--- config.mk ---
export PLATFORM = sky130hd
export DESIGN_NAME = pps_core
export DESIGN_NICKNAME = d
export VERILOG_FILES = /design/src/logic/pps_pkg.sv /design/src/logic/pps_core.sv
export SDC_FILE = /design/constraint.sdc
export NUM_CORES = 1
export LEC_CHECK = 0
export BUFFER_PORTS_ARGS = -buffer_cell sky130_fd_sc_hd__buf_2
export CORE_ASPECT_RATIO = 0.7
export CORE_MARGIN = 2
export CORE_UTILIZATION = 64
export CTS_CLUSTER_SIZE = 16
export DETAILED_ROUTE_END_ITERATION = 12
export PLACE_DENSITY = 0.89
export SYNTH_ARGS = -nofsm -noshare
export SYNTH_HDL_FRONTEND = slang
export SYNTH_SLANG_ARGS = --single-unit
--- constraint.sdc ---
create_clock -name pclk -period 5 [get_ports pclk]
set_input_delay 0.25 -clock pclk [delete_from_list [all_inputs] [get_ports pclk]]
set_output_delay 0.25 -clock pclk [all_outputs]
set_load 0.005 [all_outputs]
--- src/logic/pps_pkg.sv ---
/*
 * shared constants and types of the instruction sequencing core:
 * register offsets, field positions, reset values and the carriers
 * of the decode input and the fetch output.
 * assumes a 32-bit APB bus with byte addresses of 12 bits.
 */
package pps_pkg;

	// widths
	localparam int PPS_PC_W     = 14;
	localparam int PPS_INBANK_W = 13;
	localparam int PPS_SP_W     = 4;
	localparam int PPS_DEPTH    = 16;
	localparam int PPS_DEPTH_W  = 5;
	localparam int PPS_ADDR_W   = 12;
	localparam int PPS_PHASES   = 4;

	// register byte offsets
	localparam logic [11:0] PPS_OFS_PC_LOW_BYTE        = 12'h000;
	localparam logic [11:0] PPS_OFS_PC_READBACK_LOW    = 12'h004;
	localparam logic [11:0] PPS_OFS_PC_READBACK_HIGH   = 12'h008;
	localparam logic [11:0] PPS_OFS_RETURN_STACK_INDEX = 12'h00c;
	localparam logic [11:0] PPS_OFS_CODE_BANK_CTRL     = 12'h010;

	// field positions
	localparam int PPS_BANK_BIT  = 0;
	localparam int PPS_RBH_MSB   = 5;
	localparam int PPS_SP_MSB    = 3;

	// reset values
	localparam logic [13:0] PPS_PC_RESET    = 14'h0000;
	localparam logic [3:0]  PPS_SP_RESET    = 4'h0;
	localparam logic [4:0]  PPS_DEPTH_RESET = 5'h00;
	localparam logic        PPS_BANK_RESET  = 1'b0;
	localparam logic [7:0]  PPS_BYTE_RESET  = 8'h00;
	localparam logic [3:0]  PPS_PHASE_RESET = 4'h8;
	localparam logic [4:0]  PPS_DEPTH_FULL  = 5'h10;

	typedef enum logic [2:0] {
		PPS_OP_SEQ,
		PPS_OP_JUMP,
		PPS_OP_CALL,
		PPS_OP_RET,
		PPS_OP_INTERRUPT_RETURN_OP,
		PPS_OP_SKIP
	} pps_op_e;

	// decode result of the instruction now executing
	typedef struct packed {
		pps_op_e     op;
		logic [12:0] target;
	} pps_dec_s;

	// fetch request towards program memory
	typedef struct packed {
		logic        strobe;
		logic [13:0] addr;
	} pps_fetch_s;

endpackage : pps_pkg
--- src/logic/pps_core.sv ---
/*
 * instruction sequencing core: four-phase instruction cycle, program
 * counter with bank select, flush of prefetched instructions, program
 * counter read-back and a 16-level return stack, with an APB slave.
 * assumes decode, interrupt request and vector come from logic on pclk.
 */
// The APB interface to the registers and the register offsets were decided locally.
// Functional notes
// RL1: four phases form one instruction cycle
// RL2: fetch and counter advance at first phase
// RL3: fetch overlaps execute, one per cycle
// RL4: flow change flushes prefetch, one extra cycle
// RL5: counter increments, or loads target address
// RL6: bank select bit supplies upper address
// RL7: taken skip discards prefetch, dummy cycle
// RL8: low byte write jumps in page
// RL9: readback low read latches high buffer
// RL10: software reads low before high
// RL11: high readback bits 5..0, upper zero
// RL12: sixteen-level stack, not software accessible
// RL13: call/interrupt push, returns pop
// RL14: stack index zero after reset
// RL15: stack full withholds interrupt acknowledge
// RL16: call on full stack overwrites oldest
// RL17: stack index read-only, bits 3..0
// RL18: calls increment index modulo sixteen
// RL19: returns decrement index modulo sixteen
// RL20: execution starts at address zero
// RL21: fourteen-bit counter, bank bit on top
module pps_core
	import pps_pkg::*;
(
	// clock and reset
	input  wire logic                  pclk,
	input  wire logic                  presetn,
	// apb slave
	input  wire logic                  psel,
	input  wire logic                  penable,
	input  wire logic                  pwrite,
	input  wire logic [PPS_ADDR_W-1:0] paddr,
	input  wire logic [31:0]           pwdata,
	output logic      [31:0]           prdata,
	output logic                       pready,
	output logic                       pslverr,
	// decode and interrupt side
	input  wire pps_dec_s              dec,
	input  wire logic                  irq_req,
	input  wire logic [PPS_PC_W-1:0]   irq_vector,
	output logic                       irq_ack,
	// fetch and execute side
	output pps_fetch_s                 fetch,
	output logic      [PPS_PHASES-1:0] instruction_phases,
	output logic                       exec_valid,
	output logic      [PPS_PC_W-1:0]   exec_addr
);

	typedef struct packed {
		logic [PPS_PHASES-1:0]               phase;
		logic [PPS_PC_W-1:0]                 pc;
		pps_fetch_s                          fetch;
		logic [PPS_PC_W-1:0]                 exec_addr;
		logic                                exec_valid;
		logic                                flush;
		logic [PPS_DEPTH-1:0][PPS_PC_W-1:0]  stack;
		logic [PPS_SP_W-1:0]                 sp;
		logic [PPS_DEPTH_W-1:0]              depth;
		logic                                irq_ack;
		logic                                code_bank_select;
		logic                                pcl_pend;
		logic [7:0]                          pcl_data;
		logic [7:0]                          rbh_buf;
		logic                                pready;
		logic                                pslverr;
		logic [31:0]                         prdata;
	} pps_state_s;

	pps_state_s s_reg;
	pps_state_s s_next;

	always_comb begin
		logic                acc;
		logic                done;
		logic [PPS_SP_W-1:0] sp_dec;
		logic [7:0]          rd_byte;
		logic                rd_ok;
		acc     = psel & penable;
		done    = acc & s_reg.pready;
		sp_dec  = s_reg.sp - 4'h1;
		rd_byte = PPS_BYTE_RESET;
		rd_ok   = 1'b1;

		s_next              = s_reg;
		s_next.fetch.strobe = 1'b0;
		s_next.irq_ack      = 1'b0;

		// one-hot rotation through the four phases, one per pclk
		s_next.phase = {s_reg.phase[PPS_PHASES-2:0], s_reg.phase[PPS_PHASES-1]}; // RL1

		// end of third phase: resolve the executing instruction
		if (s_reg.phase[2] && s_reg.exec_valid) begin
			case (dec.op)
				PPS_OP_JUMP, PPS_OP_CALL: begin
					if (dec.op == PPS_OP_CALL) begin
						// return address is the flushed prefetch address
						s_next.stack[s_reg.sp] = s_reg.fetch.addr; // RL13 RL16
						s_next.sp              = s_reg.sp + 4'h1; // RL18
						if (s_reg.depth != PPS_DEPTH_FULL) begin
							s_next.depth = s_reg.depth + 5'h01;
						end
					end
					s_next.pc    = {s_reg.code_bank_select, dec.target}; // RL5 RL6 RL21
					s_next.flush = 1'b1; // RL4
				end
				PPS_OP_RET, PPS_OP_INTERRUPT_RETURN_OP: begin
					s_next.pc    = s_reg.stack[sp_dec]; // RL13
					s_next.sp    = sp_dec; // RL19
					s_next.flush = 1'b1; // RL4
					if (s_reg.depth != PPS_DEPTH_RESET) begin
						s_next.depth = s_reg.depth - 5'h01;
					end
				end
				PPS_OP_SKIP: begin
					// counter already points past the discarded instruction
					s_next.flush = 1'b1; // RL7
				end
				default: begin
					// interrupts are only taken between plain instructions
					if (irq_req && s_reg.depth != PPS_DEPTH_FULL) begin // RL15
						s_next.stack[s_reg.sp] = s_reg.fetch.addr; // RL13
						s_next.sp              = s_reg.sp + 4'h1; // RL18
						s_next.depth           = s_reg.depth + 5'h01;
						s_next.pc              = irq_vector; // RL5
						s_next.flush           = 1'b1; // RL4
						s_next.irq_ack         = 1'b1;
					end else if (s_reg.pcl_pend) begin
						s_next.pc[7:0]  = s_reg.pcl_data; // RL8
						s_next.pcl_pend = 1'b0;
						s_next.flush    = 1'b1; // RL8
					end
				end
			endcase
		end

		// end of fourth phase: fetch at the first phase of the next cycle
		if (s_reg.phase[PPS_PHASES-1]) begin
			s_next.fetch.strobe = 1'b1; // RL2
			s_next.fetch.addr   = s_reg.pc; // RL2 RL3
			s_next.pc           = s_reg.pc + 14'h0001; // RL5
			s_next.exec_addr    = s_reg.fetch.addr; // RL3
			s_next.exec_valid   = ~s_reg.flush; // RL4 RL7
			s_next.flush        = 1'b0;
		end

		// apb: one wait state, answer prepared in the first access cycle
		s_next.pready = acc & ~s_reg.pready;
		if (acc && !s_reg.pready) begin
			if (paddr == PPS_OFS_PC_LOW_BYTE) begin
				rd_byte = s_reg.exec_addr[7:0];
			end else if (paddr == PPS_OFS_PC_READBACK_LOW) begin
				rd_byte = s_reg.exec_addr[7:0]; // RL9
				// latched with the low byte so the pair stays consistent
				if (!pwrite) begin
					s_next.rbh_buf = {2'b00, s_reg.exec_addr[PPS_PC_W-1:8]}; // RL9 RL10
				end
			end else if (paddr == PPS_OFS_PC_READBACK_HIGH) begin
				rd_byte = {2'b00, s_reg.rbh_buf[PPS_RBH_MSB:0]}; // RL11
			end else if (paddr == PPS_OFS_RETURN_STACK_INDEX) begin
				rd_byte = {4'h0, s_reg.sp}; // RL17
			end else if (paddr == PPS_OFS_CODE_BANK_CTRL) begin
				rd_byte = {7'h00, s_reg.code_bank_select};
			end else begin
				rd_ok = 1'b0;
			end
			s_next.prdata  = pwrite ? 32'h0000_0000 : {24'h00_0000, rd_byte};
			s_next.pslverr = ~rd_ok;
		end else if (!acc) begin
			s_next.prdata  = 32'h0000_0000;
			s_next.pslverr = 1'b0;
		end

		// writes take effect only at the completing edge
		if (done && pwrite) begin
			if (paddr == PPS_OFS_PC_LOW_BYTE) begin
				s_next.pcl_pend = 1'b1; // RL8
				s_next.pcl_data = pwdata[7:0];
			end else if (paddr == PPS_OFS_CODE_BANK_CTRL) begin
				s_next.code_bank_select = pwdata[PPS_BANK_BIT]; // RL6
			end
		end
	end

	always_ff @(posedge pclk or negedge presetn) begin
		if (!presetn) begin
			s_reg                  <= '0;
			s_reg.phase            <= PPS_PHASE_RESET;
			s_reg.pc               <= PPS_PC_RESET; // RL20
			s_reg.fetch.addr       <= PPS_PC_RESET;
			s_reg.exec_addr        <= PPS_PC_RESET;
			s_reg.flush            <= 1'b1;
			s_reg.sp               <= PPS_SP_RESET; // RL14
			s_reg.depth            <= PPS_DEPTH_RESET;
			s_reg.code_bank_select <= PPS_BANK_RESET;
			s_reg.pcl_data         <= PPS_BYTE_RESET;
			s_reg.rbh_buf          <= PPS_BYTE_RESET;
		end else begin
			s_reg <= s_next;
		end
	end

	// the stack array has no path to the bus at all
	assign prdata             = s_reg.prdata; // RL12
	assign pready             = s_reg.pready;
	assign pslverr            = s_reg.pslverr;
	assign irq_ack            = s_reg.irq_ack;
	assign fetch              = s_reg.fetch;
	assign instruction_phases = s_reg.phase;
	assign exec_valid         = s_reg.exec_valid;
	assign exec_addr          = s_reg.exec_addr;

endmodule : pps_core

# ---- After elaboration in Yosys (flattened, before gate mapping)
# Cells that the tools add are included.
dict set report word_totals {
  regBits 333
  input_bits 80
  out_inout_bits 69
  word_cells 135
}
dict set report op_classes {
  addsub 5
  n_lt_le_gt_ge 3
  eq_ne 15
  muxes 41
  n_bitwise 10
  n_reduce_logical 27
}
# op count
set ops {}
lappend ops {{$pmux W224 S2} 1}
lappend ops {{$mux W235} 1}
lappend ops {{$mux W234} 1}
lappend ops {{$mux W233} 1}
lappend ops {{$bwmux W224} 1}
lappend ops {{$mux W33} 2}
lappend ops {{$bmux W14 S4} 1}
lappend ops {{$demux W14 S4} 1}
lappend ops {{$mux W45} 1}
lappend ops {{$mux W14} 3}
lappend ops {{$pmux W14 S3} 1}
lappend ops {{$mux W8} 5}
lappend ops {{$pmux W9 S3} 1}
lappend ops {{$eq A12 B4 Y1 const B} 2}
lappend ops {{$mux W9} 2}
lappend ops {{$add A14 B1 Y14 const B} 1}
lappend ops {{$mux W1} 14}
lappend ops {{$eq A12 B3 Y1 const B} 1}
lappend ops {{$eq A12 B5 Y1 const B} 1}
lappend ops {{$logic_not A12 Y1} 1}
lappend ops {{$mux W6} 2}
lappend ops {{$reduce_and A4 Y1} 3}
lappend ops {{$lt A4 B5 Y1 const B} 2}
lappend ops {{$mux W5} 2}
lappend ops {{other kinds (26)} 50}

# ---- Longest topological paths before layout
# Gate-level depths: netlist of run 1.
dict set report depth {
  ltp_word 9
  ltp_mapped 14
  mapped_depth_nobuf 8
}

# ---- Least setup slack after synthesis of run 1
# OpenSTA, ideal clock, no wires.
dict set report synth_timing {
  path_kind {register to register}
  start {register s_reg[58] (netlist name)}
  end {register s_reg[327] (netlist name)}
  setup_ns 0.145
  t_arrival_ns 3.253
  t_required_ns 4.855
  path_slack_ns 1.601
  path_stages_with_launch 12
  path_buffers 5
  period_less_slack_ns 3.399
  cell_sequence {dfrtp_1 buf_2 buf_4 buf_2 inv_1 ha_1 buf_2 clkbuf_1 mux4_2 mux4_1 a2111oi_0 a221oi_1}
}
dict set report synth_via {
  elab_chain_cells 6
}
# element line
set synth_lines {}
lappend synth_lines {{from (decl)} pps_core.sv:77} ;# pps_state_s s_reg;
lappend synth_lines {{from (signal assigned)} pps_core.sv:206} ;# s_reg <= s_next;
lappend synth_lines {{$sub A4 B1 Y4} pps_core.sv:88} ;# sp_dec = s_reg.sp - 4'h1;
lappend synth_lines {{$bmux W14 S4} pps_core.sv:115} ;# s_next.pc = s_reg.stack[sp_dec];
lappend synth_lines {{$mux W14 (implied by the code)} pps_core.sv:115}
lappend synth_lines {{$pmux W14 S3} pps_core.sv:101} ;# case (dec.op)
lappend synth_lines {{$mux W14} pps_core.sv:100} ;# if (s_reg.phase[2] && s_reg.exec_valid) begin
lappend synth_lines {{$mux W45} pps_core.sv:145} ;# if (s_reg.phase[PPS_PHASES-1]) begin
# Every way passes these cells. The select of a mux whose other input is x is not followed.
# A chain may end at the register's enable or synchronous reset.

# ---- Final worst setup path of run 1
dict set report layout_timing {
  start {register s_reg[59] (netlist name)}
  end {register s_reg[320] (netlist name)}
}
# The elaborated chain is that of the path after synthesis.

==> results of run 1 <==
## routing by layer
| layer | track usage, % | vias to the layer above | wire length (um) |
|---|---|---|---|
| met4 | 10.5 | 2 | 1280 |
| met5 | 2.31 | - | 76 |
| met1 | 44.0 | 5074 | 15500 |
| li1 | - | 4117 | - |
| met3 | 10.1 | 134 | 4220 |
| met2 | 47.0 | 588 | 17300 |
## how the worst max path moves through the flow
stage / from / slack [ns] / to
CTS: s_reg[59]$_DFFE_PN0P_ / 1.55 / s_reg[320]$_DFFE_PN0P_
global placement: s_reg[58]$_DFFE_PN0P_ / 1.67 / s_reg[325]$_DFFE_PN0P_
detailed placement: s_reg[58]$_DFFE_PN0P_ / 1.62 / s_reg[325]$_DFFE_PN0P_
finish: s_reg[59]$_DFFE_PN0P_ / 1.45 / s_reg[320]$_DFFE_PN0P_
global route: s_reg[58]$_DFFE_PN0P_ / 1.33 / s_reg[325]$_DFFE_PN0P_
floorplan: s_reg[58]$_DFFE_PN0P_ / 1.60 / s_reg[327]$_DFFE_PN0P_
## cells in the mapped netlist, drive strengths merged, types with 7 or more instances
library cell	n
clkbuf	36
nand3	15
ha	7
xnor2	13
nor3	11
mux2i	17
nor2	37
nand2	67
a22o	8
dfrtp	306
inv	17
a21oi	25
a31oi	8
mux4	58
buf	102
o22ai	7
o21ai	29
mux2	271
## critical path, cell delays in order, from the launching register on
cell and delay, ns:
sky130_fd_sc_hd__dfrtp_1 0.52, sky130_fd_sc_hd__inv_1 0.14, sky130_fd_sc_hd__ha_2 0.35, sky130_fd_sc_hd__clkinv_1 0.49, sky130_fd_sc_hd__buf_4 0.40, sky130_fd_sc_hd__mux4_2 0.46, sky130_fd_sc_hd__a32oi_1 0.27, sky130_fd_sc_hd__a31oi_1 0.21
sky130_fd_sc_hd__nor3b_1 0.39, sky130_fd_sc_hd__o32ai_1 0.16
## layout make-up
type                    count  area, um2
flip-flops and latches    308       7710
multi-input cells         684       6570
clock buffers              39        822
clock inverters            13        174
inverters                  19       71.3
well taps                 318        398
fillers                  1470       7020
repair buffers            121        703
## cells in the final DEF (no fill, tap or decap), drive strengths merged, types with 15 or more instances in the layout
| master | synthesis | layout |
|---|---|---|
| dfrtp | 306 | 306 |
| mux2 | 271 | 271 |
| buf | 102 | 112 |
| nand2 | 67 | 67 |
| mux4 | 58 | 58 |
| clkbuf | 36 | 39 |
| nor2 | 37 | 37 |
| o21ai | 29 | 29 |
| a21oi | 25 | 25 |
| conb | 1 | 24 |
| inv | 17 | 18 |
| mux2i | 17 | 17 |
| nand3 | 15 | 15 |
## power by group through the flow
stage	combinational, mW	clock (mW)	sequential [mW]
floorplan	0.270	0	2.56
global placement	0.402	0	2.57
detailed placement	0.411	0	2.57
CTS	0.423	2.29	2.52
global route	0.461	2.41	2.53
finish	0.428	2.29	2.53
## what timing repair did
action / in CTS / in global routing
setup endpoints to repair: 0 / 0
endpoints found under the hold margin: 127 / 0
hold buffers: 9 / 0
setup buffers: 0 / 0
## logic make-up (layout without fill, tap and decap cells)
| group | after synthesis | after routing | share of synthesized area (%) |
|---|---|---|---|
| XOR/XNOR | 17 | 17 | 1.11 |
| flip-flops | 308 | 308 | 50.8 |
| multiplexers | 346 | 346 | 29.9 |
| AO/OA/AOI/OAI | 125 | 125 | 5.60 |
| AND/OR/NAND/NOR | 165 | 165 | 5.43 |
| adder cells (fa/ha/maj) | 7 | 7 | 0.577 |
| buffers and inverters | 157 | 192 | 6.54 |
| other | 1 | 24 | 0.0247 |
==> flow_summary.rst, run 1 <==
.. list-table::
   :header-rows: 1

   * - Metric
     - Value
   * - Hold Slack
     - 0.0580 ns
   * - Cell area after synthesis
     - 0.0152 mm2
   * - Net switching share of the total power
     - 24.4%
   * - Area share of the largest cell type after synthesis
     - 50.5%
   * - Ranking of synthesized cells by area
     - sky130_fd_sc_hd__dfrtp_1 50%, sky130_fd_sc_hd__mux2_2 20%, sky130_fd_sc_hd__mux4_2 8.5%
   * - Worst hold endpoint
     - s_reg[326]$_DFFE_PN0P_
   * - Unrepaired setup endpoints after global routing
     - false
   * - GR Overflow Total
     - 0
   * - Post-detailed-route DRC marker count
     - 0
   * - I/O pins
     - 149
   * - Crit share post-route
     - 71.0%
   * - Worst flop-to-flop path endpoint
     - s_reg[320]$_DFFE_PN0P_
   * - Vias/cell
     - 6.60
   * - Number of synthesized flops with an enable pin
     - 0
   * - Detailed Route WL
     - 38.4 mm
   * - Crit path launch type
     - flip-flop
   * - Weighted congestion reported at the end of routability-driven placement
     - 0.928
   * - Core Box Area
     - 0.0235 mm2
   * - Resized Gates After CTS
     - 0
   * - IR Drop Worst-Case VDD
     - 0.000311 V
   * - Critical hold path startpoint
     - dec[9]
   * - Final Hold Viols
     - 0
   * - CTS tree
     - done
   * - Hold-critical path depth
     - 3
   * - Die footprint
     - 0.0250 mm2
   * - Setup TNS after final layout
     - 0 ns
   * - Number of slew-limit violations in the final report
     - 0
   * - Number of cells on the worst reg-to-reg path
     - 9
   * - Area after detailed placement
     - 0.0154 mm2
   * - Ratio of cells with drive above 1 in the final layout
     - 43.0%
   * - Switch Pwr
     - 1.28 mW
   * - Floorplan die height
     - 133 um
   * - Capturing element type of the critical path
     - flip-flop
   * - Later-pin clock latency in the skew report
     - 0.57 ns
   * - Antenna diodes
     - 0
   * - Count of yosys warnings during synthesis
     - 0
   * - Share of the core filled with cells
     - 70.1%
   * - Final Net Count
     - 1249
   * - Clock slew seen by the registers of the worst setup and hold paths
     - 0.07 ns
   * - Clock buffer count from CTS
     - 28
   * - Highest attainable clock frequency
     - 282 MHz
   * - Vias in the first global route
     - 10200
   * - Longest Clk Path Bufs
     - 3
   * - Arrival time of the worst setup path
     - 3.97 ns
   * - Post-route insts no fill
     - 1502
   * - Register-to-Register Setup Slack
     - 1.45 ns
   * - Part of the power in registers
     - 48.1%
   * - Clock period minus worst slack
     - 3.55 ns
   * - Post-synth top area cell
     - sky130_fd_sc_hd__dfrtp_1
   * - Maximum fanout encountered on the critical timing path
     - 11
   * - Max reg flops
     - 264
   * - Share of flip-flops with an asynchronous set or reset
     - 100%
   * - Worst slew margin relative to its limit
     - 23.2%
   * - Number of nets still failing antenna checks after routing
     - 0
   * - Data required time of the worst path
     - 5.42 ns
   * - Sink count of the clock tree
     - 308
   * - Number of standard-cell rows in the floorplan
     - 47
   * - Max-cap viol count
     - 0
   * - Area added between synthesis and finish
     - 8.45%
   * - Seq/Total Area, Yosys
     - 50.8%
   * - Maximum number of pins on one net before global-route repair
     - 140
   * - Post-route design area
     - 0.0164 mm2
   * - Result of the run
     - complete, no violations
   * - Gate power share
     - 8.2%
   * - Internal Pwr Total
     - 3.97 mW
   * - Share of total power in the clock network
     - 43.7%
   * - Count of state elements after synthesis
     - 308
   * - Worst-case setup margin in the final layout
     - 1.45 ns
   * - Final setup violating endpoints
     - 0
   * - Worst reg2reg startpoint
     - s_reg[59]$_DFFE_PN0P_
   * - Via count
     - 9915
   * - Post-DR wirelength/cell
     - 25.5 um
   * - Buffer type at the clock tree root
     - sky130_fd_sc_hd__clkbuf_16
   * - Initial antenna violation count
     - 1
   * - Drt first-iter violations
     - 1103
   * - First-pass GRT wire length
     - 59.7 mm
   * - Worst-margin pin slew
     - 1.15 ns
   * - Pre-Repair DR Iteration Count
     - 6
   * - Power density normalized to cell area
     - 319 mW/mm2
   * - Final HPWL from detailed placement
     - 23.7 mm
   * - Pre-CTS worst setup slack
     - 1.62 ns
   * - Initial core utilization
     - 64.6%
   * - H-tree levels
     - 1
   * - Power, Total
     - 5.25 mW
   * - Hold crit path type
     - in -> reg
   * - Leakage power summed over all cells
     - 8.14 nW
   * - Placed cell count
     - 1441
   * - IO buf count
     - 100
   * - Die Span X
     - 188 um
   * - Overall global routing resource usage
     - 31.5%
   * - Prevailing post-synth register cell
     - sky130_fd_sc_hd__dfrtp_1
   * - Per-instance average area after synthesis
     - 13.5 um2
   * - Synthesized instance count
     - 1126
   * - Synth unique cells
     - 65
   * - Category of the most critical setup path
     - reg -> reg
   * - Post-Route Skew
     - 0.0203 ns
No activity file was read; power rests on OpenSTA's default activity.
==> run 2: changes to the inputs <==
--- a/config.mk
+++ b/config.mk
@@ -5,13 +5,14 @@
 export SDC_FILE = /design/constraint.sdc
 export NUM_CORES = 1
 export LEC_CHECK = 0
+export ABC_AREA = 1
 export BUFFER_PORTS_ARGS = -buffer_cell sky130_fd_sc_hd__buf_2
 export CORE_ASPECT_RATIO = 0.7
 export CORE_MARGIN = 2
-export CORE_UTILIZATION = 64
+export CORE_UTILIZATION = 60
 export CTS_CLUSTER_SIZE = 16
 export DETAILED_ROUTE_END_ITERATION = 12
-export PLACE_DENSITY = 0.89
+export PLACE_DENSITY = 0.85
 export SYNTH_ARGS = -nofsm -noshare
 export SYNTH_HDL_FRONTEND = slang
 export SYNTH_SLANG_ARGS = --single-unit
==> constraint.sdc (replaced) <==
create_clock -name pclk -period 3.7 [get_ports pclk]
set_input_delay 0.185 -clock pclk [delete_from_list [all_inputs] [get_ports pclk]]
set_output_delay 0.185 -clock pclk [all_outputs]
set_load 0.005 [all_outputs]
==> flow_summary.rst, run 2 <==
.. list-table::
   :header-rows: 1

   * - Metric
     - Value
   * - Later-pin clock latency in the skew report
     - 0.56 ns (about the same)
   * - Prevailing post-synth register cell
     - sky130_fd_sc_hd__dfrtp_1
   * - Count of yosys warnings during synthesis
     - 0 (unchanged)
   * - Per-instance average area after synthesis
     - 8.20 um2 (-39%)
   * - Post-Route Skew
     - 0.00787 ns (-0.0124 ns)
   * - Power, Total
     - 6.50 mW (+24%)
   * - Cell area after synthesis
     - 0.0156 mm2 (+2.8%)
   * - Setup fix buffers added after clock tree synthesis
     - 0 (unchanged)
   * - Post-route insts no fill
     - 2264 (+51%)
   * - Pre-CTS worst setup slack
     - 0.907 ns (-0.713 ns)
   * - Commonest non-fill, non-tap cell in the layout
     - sky130_fd_sc_hd__nand2_1
   * - Crit share post-route
     - 92.8% (+22 points)
   * - Highest attainable clock frequency
     - 291 MHz (+3.4%)
   * - Clock slew seen by the registers of the worst setup and hold paths
     - 0.07 ns (about the same)
   * - Post-route design area
     - 0.0168 mm2 (+1.9%)
   * - Maximum number of pins on one net before global-route repair
     - 102 (-27%)
   * - Detail Route met2 WL
     - 18.2 mm (+5.1%)
   * - Crit path launch type
     - flip-flop
   * - Sink count of the clock tree
     - 308 (unchanged)
   * - Unrepaired setup endpoints after global routing
     - false
   * - Ranking of synthesized cells by area
     - sky130_fd_sc_hd__dfrtp_1 49%, sky130_fd_sc_hd__nand2_1 15%, sky130_fd_sc_hd__nand3_1 7.6%
   * - Worst-case setup margin in the final layout
     - 0.267 ns (-1.18 ns)
   * - Number of nets still failing antenna checks after routing
     - 0 (unchanged)
   * - IO buf count
     - 100 (unchanged)
   * - Weighted congestion reported at the end of routability-driven placement
     - 0.875 (-5.7%)
   * - Detailed Route WL
     - 40.2 mm (+4.7%)
   * - Worst-margin pin slew
     - 0.954 ns (-0.196 ns)
   * - Setup TNS after final layout
     - 0 ns (unchanged)
   * - Vias in the first global route
     - 12800 (+26%)
   * - Power density normalized to cell area
     - 388 mW/mm2 (+22%)
   * - Area added between synthesis and finish
     - 7.51%
   * - Vias/cell
     - 5.89 (-11%)
   * - Die footprint
     - 0.0273 mm2 (+9.4%)
   * - Most frequently used cell type in the post-synthesis netlist
     - sky130_fd_sc_hd__nand2_1
   * - Result of the run
     - complete, no violations
   * - Final HPWL from detailed placement
     - 25.3 mm (+6.5%)
   * - Clock buffer count from CTS
     - 28 (unchanged)
   * - Category of the most critical setup path
     - reg -> reg
   * - I/O pins
     - 149 (unchanged)
   * - Hold Slack
     - 0.0408 ns (-0.0172 ns)
   * - Top layer reached by signal wires
     - met4
   * - Core Box Area
     - 0.0256 mm2 (+9.2%)
   * - Count of state elements after synthesis
     - 308 (unchanged)
   * - Initial antenna violation count
     - 0 (-1)
   * - # fillers
     - 2020 (+37%)
   * - GR Overflow Total
     - 0 (unchanged)
   * - Hold crit path type
     - in -> reg
   * - Worst path buffer plus inverter count
     - 3 (unchanged)
   * - Number of synthesized flops with an enable pin
     - 0 (unchanged)
   * - Number of standard-cell rows in the floorplan
     - 49 (+4.3%)
   * - Most Frequent Cell on Critical Path
     - sky130_fd_sc_hd__nand3_1
   * - Clock period minus worst slack
     - 3.43 ns (-0.116 ns)
   * - Initial core utilization
     - 60.9% (-3.8 points)
   * - Post-detailed-route DRC marker count
     - 0 (unchanged)
   * - Synth unique cells
     - 44 (-32%)
   * - Crit path cell chain
     - clkinv_2 > ha_2 > buf_4 > nand3_1 > nand3_1 > nand3_1 > nand3_1 > nand4_1 > dlygate4sd3_1 > nand2_1 > nand2_1
   * - Gate family responsible for the most delay along the worst path
     - buffers and inverters
   * - Data required time of the worst path
     - 4.15 ns (-1.27 ns)
   * - Overall global routing resource usage
     - 29.9% (-1.6 points)
   * - Arrival time of the worst setup path
     - 3.88 ns (-0.09 ns)
   * - Share of flip-flops with an asynchronous set or reset
     - 100% (unchanged)
   * - Post-DR wirelength/cell
     - 17.8 um (-31%)
   * - Area after detailed placement
     - 0.0157 mm2 (+2.2%)
   * - Max-cap viol count
     - 0 (unchanged)
   * - Leakage power summed over all cells
     - 7.73 nW (-5.1%)
   * - Routed wire length on met3
     - 4.26 mm (+0.97%)
   * - Final Net Count
     - 2000 (+60%)
   * - Share of the core filled with cells
     - 65.4% (-4.7 points)
   * - Number of slew-limit violations in the final report
     - 0 (unchanged)
   * - CTS tree
     - done
   * - Cell with the largest stage delay on the worst path
     - sky130_fd_sc_hd__buf_4
   * - Worst stage delay on the critical path
     - 0.61 ns (+0.09 ns)
   * - Buffer type at the clock tree root
     - sky130_fd_sc_hd__clkbuf_16
   * - Max reg flops
     - 264 (unchanged)
   * - DRT met1 WL
     - 16.6 mm (+7.1%)
   * - Longest Clk Path Bufs
     - 3 (unchanged)
   * - Area share of the largest cell type after synthesis
     - 49.1% (-1.4 points)
   * - H-tree levels
     - 1 (unchanged)
   * - Ranking of synthesized cells by instance count
     - 616 x sky130_fd_sc_hd__nand2_1, 306 x sky130_fd_sc_hd__dfrtp_1, 237 x sky130_fd_sc_hd__nand3_1, 137 x sky130_fd_sc_hd__o21ai_0, 82 x sky130_fd_sc_hd__inv_1
   * - Floorplan die height
     - 139 um (+4.6%)
   * - Final setup violating endpoints
     - 0 (unchanged)
   * - Seq/Total Area, Yosys
     - 49.4% (-1.4 points)
   * - Ratio of cells with drive above 1 in the final layout
     - 14.2% (-29 points)
   * - Synthesized instance count
     - 1901 (+69%)
   * - Leading cell types in the layout, fill and taps excluded
     - 616 x sky130_fd_sc_hd__nand2_1, 305 x sky130_fd_sc_hd__dfrtp_1, 237 x sky130_fd_sc_hd__nand3_1
   * - IR Drop Worst-Case VDD
     - 0.000349 V (+12%)
   * - Die Span X
     - 197 um (+4.6%)
   * - Resized Gates After CTS
     - 0 (unchanged)
   * - Worst slew margin relative to its limit
     - 36.4% (+13 points)
   * - Capturing element type of the critical path
     - flip-flop
   * - Maximum fanout encountered on the critical timing path
     - 59 (+48)
   * - Antenna diodes
     - 0 (unchanged)
   * - First-pass GRT wire length
     - 65.5 mm (+9.7%)
   * - Via count
     - 13300 (+34%)
   * - Drt first-iter violations
     - 1712 (+55%)
   * - Placed cell count
     - 2198 (+53%)
   * - Final Hold Viols
     - 0 (unchanged)
   * - Pre-Repair DR Iteration Count
     - 8 (+2)
   * - Post-synth top area cell
     - sky130_fd_sc_hd__dfrtp_1
[run 2: cell types whose count changed after synthesis, moves of 57 or more]
cell                      delta
sky130_fd_sc_hd__nand3_1   +222
sky130_fd_sc_hd__o21ai_0   +110
sky130_fd_sc_hd__o21ai_1    +69
sky130_fd_sc_hd__o21ai_2    +70
sky130_fd_sc_hd__mux4_2     -57
sky130_fd_sc_hd__nand2_1   +549
sky130_fd_sc_hd__inv_1      +65
sky130_fd_sc_hd__mux2_2    -266
[run 2: cell type report]
cell class / instances / area [um2] / share of cell area, %
sequential: 308 / 7710 / 46.0
clock inverter: 11 / 113 / 0.672
tap: 331 / 414 / 2.47
clock buffer: 39 / 793 / 4.73
inverter: 88 / 332 / 1.98
timing repair buffer: 133 / 836 / 4.98
multi-input combinational: 1354 / 6570 / 39.2
[run 2: report_power, final]
part	switching (mW)	total (mW)	internal (mW)	leakage, nW
clock	1.28	2.91	1.63	0.439
combinational	0.154	0.221	0.0675	3.11
sequential	0.000910	3.37	3.37	4.18
[run 2: tightest hold or removal path, delay by kind of cell]
kind	cells	cell delay, ns
simple gates	4	0.29
buf+inv	1	0.09
[run 2: metal layers]
layer  GRT usage [%]  vias to the layer above
met5               0                        -
met4            9.34                        0
met3            8.03                      102
met2            45.9                      638
met1            41.9                     6409
li1                -                     6176
[run 2: what timing repair did]
item | 4_1_cts | 5_1_grt
hold buffers | 16 | 0
hold endpoints to repair | 111 | 0
setup endpoints to repair | 0 | 0
[run 2: kinds of logic (layout without fill, tap and decap cells)]
group | after synthesis | in the layout | share of synthesized area [%]
AND/OR/NAND/NOR | 969 | 969 | 27.2
AO/OA/AOI/OAI | 343 | 343 | 13.1
adder cells (fa/ha/maj) | 7 | 7 | 0.562
flip-flops | 308 | 308 | 49.4
XOR/XNOR | 6 | 6 | 0.337
buffers and inverters | 262 | 271 | 9.03
multiplexers | 5 | 5 | 0.361
other | 1 | 24 | 0.0240
[run 2: path summary, 6_finish.rpt]
check | start | end | slack (ns) | depth (start not counted)
worst min register to register | instruction_phases[1]$_DFF_PN0_ | instruction_phases[2]$_DFF_PN0_ | 0.38 | 0
worst max register to register | s_reg[58]$_DFFE_PN0P_ | s_reg[318]$_DFFE_PN0P_ | 0.27 | 11
max in group asynchronous | presetn | s_reg[125]$_DFFE_PN0P_ | 2.40 | 3
min in group asynchronous | presetn | s_reg[175]$_DFFE_PN0P_ | 0.26 | 2
worst max-delay path | s_reg[58]$_DFFE_PN0P_ | s_reg[318]$_DFFE_PN0P_ | 0.27 | 11
worst min-delay path | paddr[0] | pslverr$_DFFE_PN0P_ | 0.04 | 5
==> run 3: changes to the inputs <==
--- a/config.mk
+++ b/config.mk
@@ -6,13 +6,13 @@
 export NUM_CORES = 1
 export LEC_CHECK = 0
 export ABC_AREA = 1
-export BUFFER_PORTS_ARGS = -buffer_cell sky130_fd_sc_hd__buf_2
 export CORE_ASPECT_RATIO = 0.7
 export CORE_MARGIN = 2
-export CORE_UTILIZATION = 60
+export CORE_UTILIZATION = 64
 export CTS_CLUSTER_SIZE = 16
 export DETAILED_ROUTE_END_ITERATION = 12
-export PLACE_DENSITY = 0.85
+export DONT_BUFFER_PORTS = 1
+export PLACE_DENSITY = 0.86
 export SYNTH_ARGS = -nofsm -noshare
 export SYNTH_HDL_FRONTEND = slang
 export SYNTH_SLANG_ARGS = --single-unit
==> flow_summary.rst, run 3 (synthesized netlist as in run 2, its figures left out) <==
.. list-table::
   :header-rows: 1

   * - Metric
     - Value
   * - Result of the run
     - finished, violations left
   * - Maximum number of pins on one net before global-route repair
     - 309 (+200%)
   * - IR Drop Worst-Case VDD
     - 0.000385 V (+10%)
   * - Destination of the critical timing path
     - s_reg[318]$_DFFE_PN0P_
   * - Number of slew-limit violations in the final report
     - 0 (unchanged)
   * - Worst-margin pin slew
     - 1.00 ns (+0.0512 ns)
   * - Gate family responsible for the most delay along the worst path
     - buffers and inverters
   * - Leading cell types in the layout, fill and taps excluded
     - 616 x sky130_fd_sc_hd__nand2_1, 305 x sky130_fd_sc_hd__dfrtp_1, 237 x sky130_fd_sc_hd__nand3_1
   * - Area added between synthesis and finish
     - 6.74%
   * - Initial antenna violation count
     - 2 (+2)
   * - Die Span X
     - 191 um (-3.1%)
   * - Register-to-Register Setup Slack
     - 0.30 ns (+0.03 ns)
   * - Antenna diodes
     - 0 (unchanged)
   * - Worst-case setup margin in the final layout
     - 0.296 ns (+0.0287 ns)
   * - Vias in the first global route
     - 12800 (-0.45%)
   * - H-tree levels
     - 1 (unchanged)
   * - Hold crit path type
     - in -> async
   * - Maximum fanout encountered on the critical timing path
     - 59 (unchanged)
   * - Number of cells on the critical path
     - 11 (unchanged)
   * - Leakage power summed over all cells
     - 7.43 nW (-3.8%)
   * - Placed cell count
     - 2080 (-5.4%)
   * - Highest attainable clock frequency
     - 294 MHz (+0.84%)
   * - Pre-Repair DR Iteration Count
     - 9 (+1)
   * - Worst slew margin relative to its limit
     - 32.9% (-3.4 points)
   * - Most Frequent Cell on Critical Path
     - sky130_fd_sc_hd__nand3_1
   * - Worst reg2reg startpoint
     - s_reg[58]$_DFFE_PN0P_
   * - Sink count of the clock tree
     - 308 (unchanged)
   * - Failing checks
     - hold timing
   * - Category of the most critical setup path
     - reg -> reg
   * - Longest Clk Path Bufs
     - 3 (unchanged)
   * - Setup TNS after final layout
     - 0 ns (unchanged)
   * - Detailed Route WL
     - 41.9 mm (+4.2%)
   * - Top layer reached by signal wires
     - met5
   * - Ratio of cells with drive above 1 in the final layout
     - 9.70% (-4.5 points)
   * - Cell with the largest stage delay on the worst path
     - sky130_fd_sc_hd__dfrtp_4
   * - Crit share post-route
     - 92.0% (-0.78 points)
   * - Clock slew seen by the registers of the worst setup and hold paths
     - 0.07 ns (about the same)
   * - Number of cells on the worst reg-to-reg path
     - 11 (unchanged)
   * - Vias/cell
     - 6.22 (+5.7%)
   * - Clock period minus worst slack
     - 3.40 ns (-0.0287 ns)
   * - Final Hold Viols
     - 308 (+308)
   * - Later-pin clock latency in the skew report
     - 0.56 ns (about the same)
   * - Weighted congestion reported at the end of routability-driven placement
     - 0.884 (+1.1%)
   * - Floorplan die height
     - 135 um (-3.1%)
   * - Routed wire length on met3
     - 4.96 mm (+16%)
   * - Overall global routing resource usage
     - 32.5% (+2.6 points)
   * - DRT met1 WL
     - 16.4 mm (-1.3%)
   * - Capturing element type of the critical path
     - flip-flop
   * - Worst path buffer plus inverter count
     - 3 (unchanged)
   * - GR Overflow Total
     - 0 (unchanged)
   * - Buffer type at the clock tree root
     - sky130_fd_sc_hd__clkbuf_16
   * - First-pass GRT wire length
     - 66.4 mm (+1.4%)
   * - Power, Total
     - 6.99 mW (+7.4%)
   * - Post-DR wirelength/cell
     - 19.3 um (+8.5%)
   * - Worst stage delay on the critical path
     - 0.70 ns (+0.09 ns)
   * - IO buf count
     - 0 (-100%)
   * - Max-cap viol count
     - 0 (unchanged)
   * - Power density normalized to cell area
     - 420 mW/mm2 (+8.2%)
   * - Post-route insts no fill
     - 2174 (-4.0%)
   * - Data required time of the worst path
     - 4.15 ns (about the same)
   * - Via count
     - 13500 (+1.5%)
   * - Critical path origin
     - s_reg[58]$_DFFE_PN0P_
   * - Initial core utilization
     - 65.6% (+4.8 points)
   * - Final setup violating endpoints
     - 0 (unchanged)
   * - Pre-CTS worst setup slack
     - 0.610 ns (-0.297 ns)
   * - Final HPWL from detailed placement
     - 24.4 mm (-3.6%)
   * - Final Net Count
     - 1920 (-4.0%)
   * - Number of nets still failing antenna checks after routing
     - 0 (unchanged)
   * - Max reg flops
     - 264 (unchanged)
   * - I/O pins
     - 149 (unchanged)
   * - Hold Slack
     - -0.666 ns (-0.707 ns)
   * - Die footprint
     - 0.0257 mm2 (-6.1%)
   * - Core Box Area
     - 0.0238 mm2 (-7.3%)
   * - Post-detailed-route DRC marker count
     - 0 (unchanged)
   * - Commonest non-fill, non-tap cell in the layout
     - sky130_fd_sc_hd__nand2_1
   * - Post-Route Skew
     - 0.0116 ns (+0.00373 ns)
   * - Unrepaired setup endpoints after global routing
     - false
   * - Arrival time of the worst setup path
     - 3.85 ns (-0.03 ns)
   * - Drt first-iter violations
     - 1869 (+9.2%)
   * - Worst flop-to-flop path endpoint
     - s_reg[318]$_DFFE_PN0P_
   * - Number of hold buffers added after CTS
     - 40 (+24)
   * - Crit path cell chain
     - inv_4 > ha_2 > clkbuf_8 > nand3_1 > nand3_1 > nand3_1 > nand3_1 > nand4_1 > dlygate4sd3_1 > nand2_1 > nand2_1
   * - CTS tree
     - done
   * - Number of standard-cell rows in the floorplan
     - 47 (-4.1%)
   * - Crit path launch type
     - flip-flop
   * - Detail Route met2 WL
     - 18.7 mm (+2.9%)
   * - Clock buffer count from CTS
     - 29 (+3.6%)
-- run 3: routing by layer --
metal,track usage [%],up-vias
li1,-,6010
met1,44.8,6410
met2,49.2,912
met3,8.68,187
met4,13.9,2
met5,0,-
-- run 3: cell type report --
class,instances,area (um2)
fill,1672,7110
tap,318,398
clock inverter,18,305
inverter,88,333
timing repair buffer,52,509
sequential,308,7710
multi-input combinational,1354,6570
clock buffer,36,822
-- run 3: how the worst min path moves through the flow --
stage	startpoint	depth (start not counted)	end	slack, ns
6_report	presetn	0	s_reg[176]$_DFFE_PN0P_	-0.67
5_1_grt	presetn	0	s_reg[176]$_DFFE_PN0P_	-0.68
4_1_cts	presetn	0	s_reg[176]$_DFFE_PN0P_	-0.67
3_5_place_dp	presetn	0	s_reg[176]$_DFFE_PN0P_	-0.09
3_3_place_gp	presetn	0	s_reg[176]$_DFFE_PN0P_	-0.09
2_1_floorplan	presetn	0	exec_addr[0]$_DFFE_PN0P_	-0.11
-- run 3: what timing repair did --
action                                  4_1_cts  5_1_grt
buffers inserted                              0        0
resized for setup                             0        3
hold endpoints to repair                    336      308
endpoints found under the setup margin        0        3
-- run 3: metrics by stage --
stage               hold WS, ns  util [%]  instance area, um2
global route             -0.676      70.1               16600
global placement        -0.0935      63.6               15100
detailed placement      -0.0944      63.6               15100
floorplan                -0.111         -               15700
CTS                      -0.671      70.0               16600
finish                   -0.666      70.1               16600
-- run 3: where the power goes --
part / total (mW) / leakage (nW) / internal (mW) / switching, mW
sequential: 3.37 / 4.18 / 3.37 / 0.00135
combinational: 0.142 / 2.71 / 0.0604 / 0.0820
clock: 3.48 / 0.549 / 2.14 / 1.34
total: 6.99 / 7.43 / 5.56 / 1.42
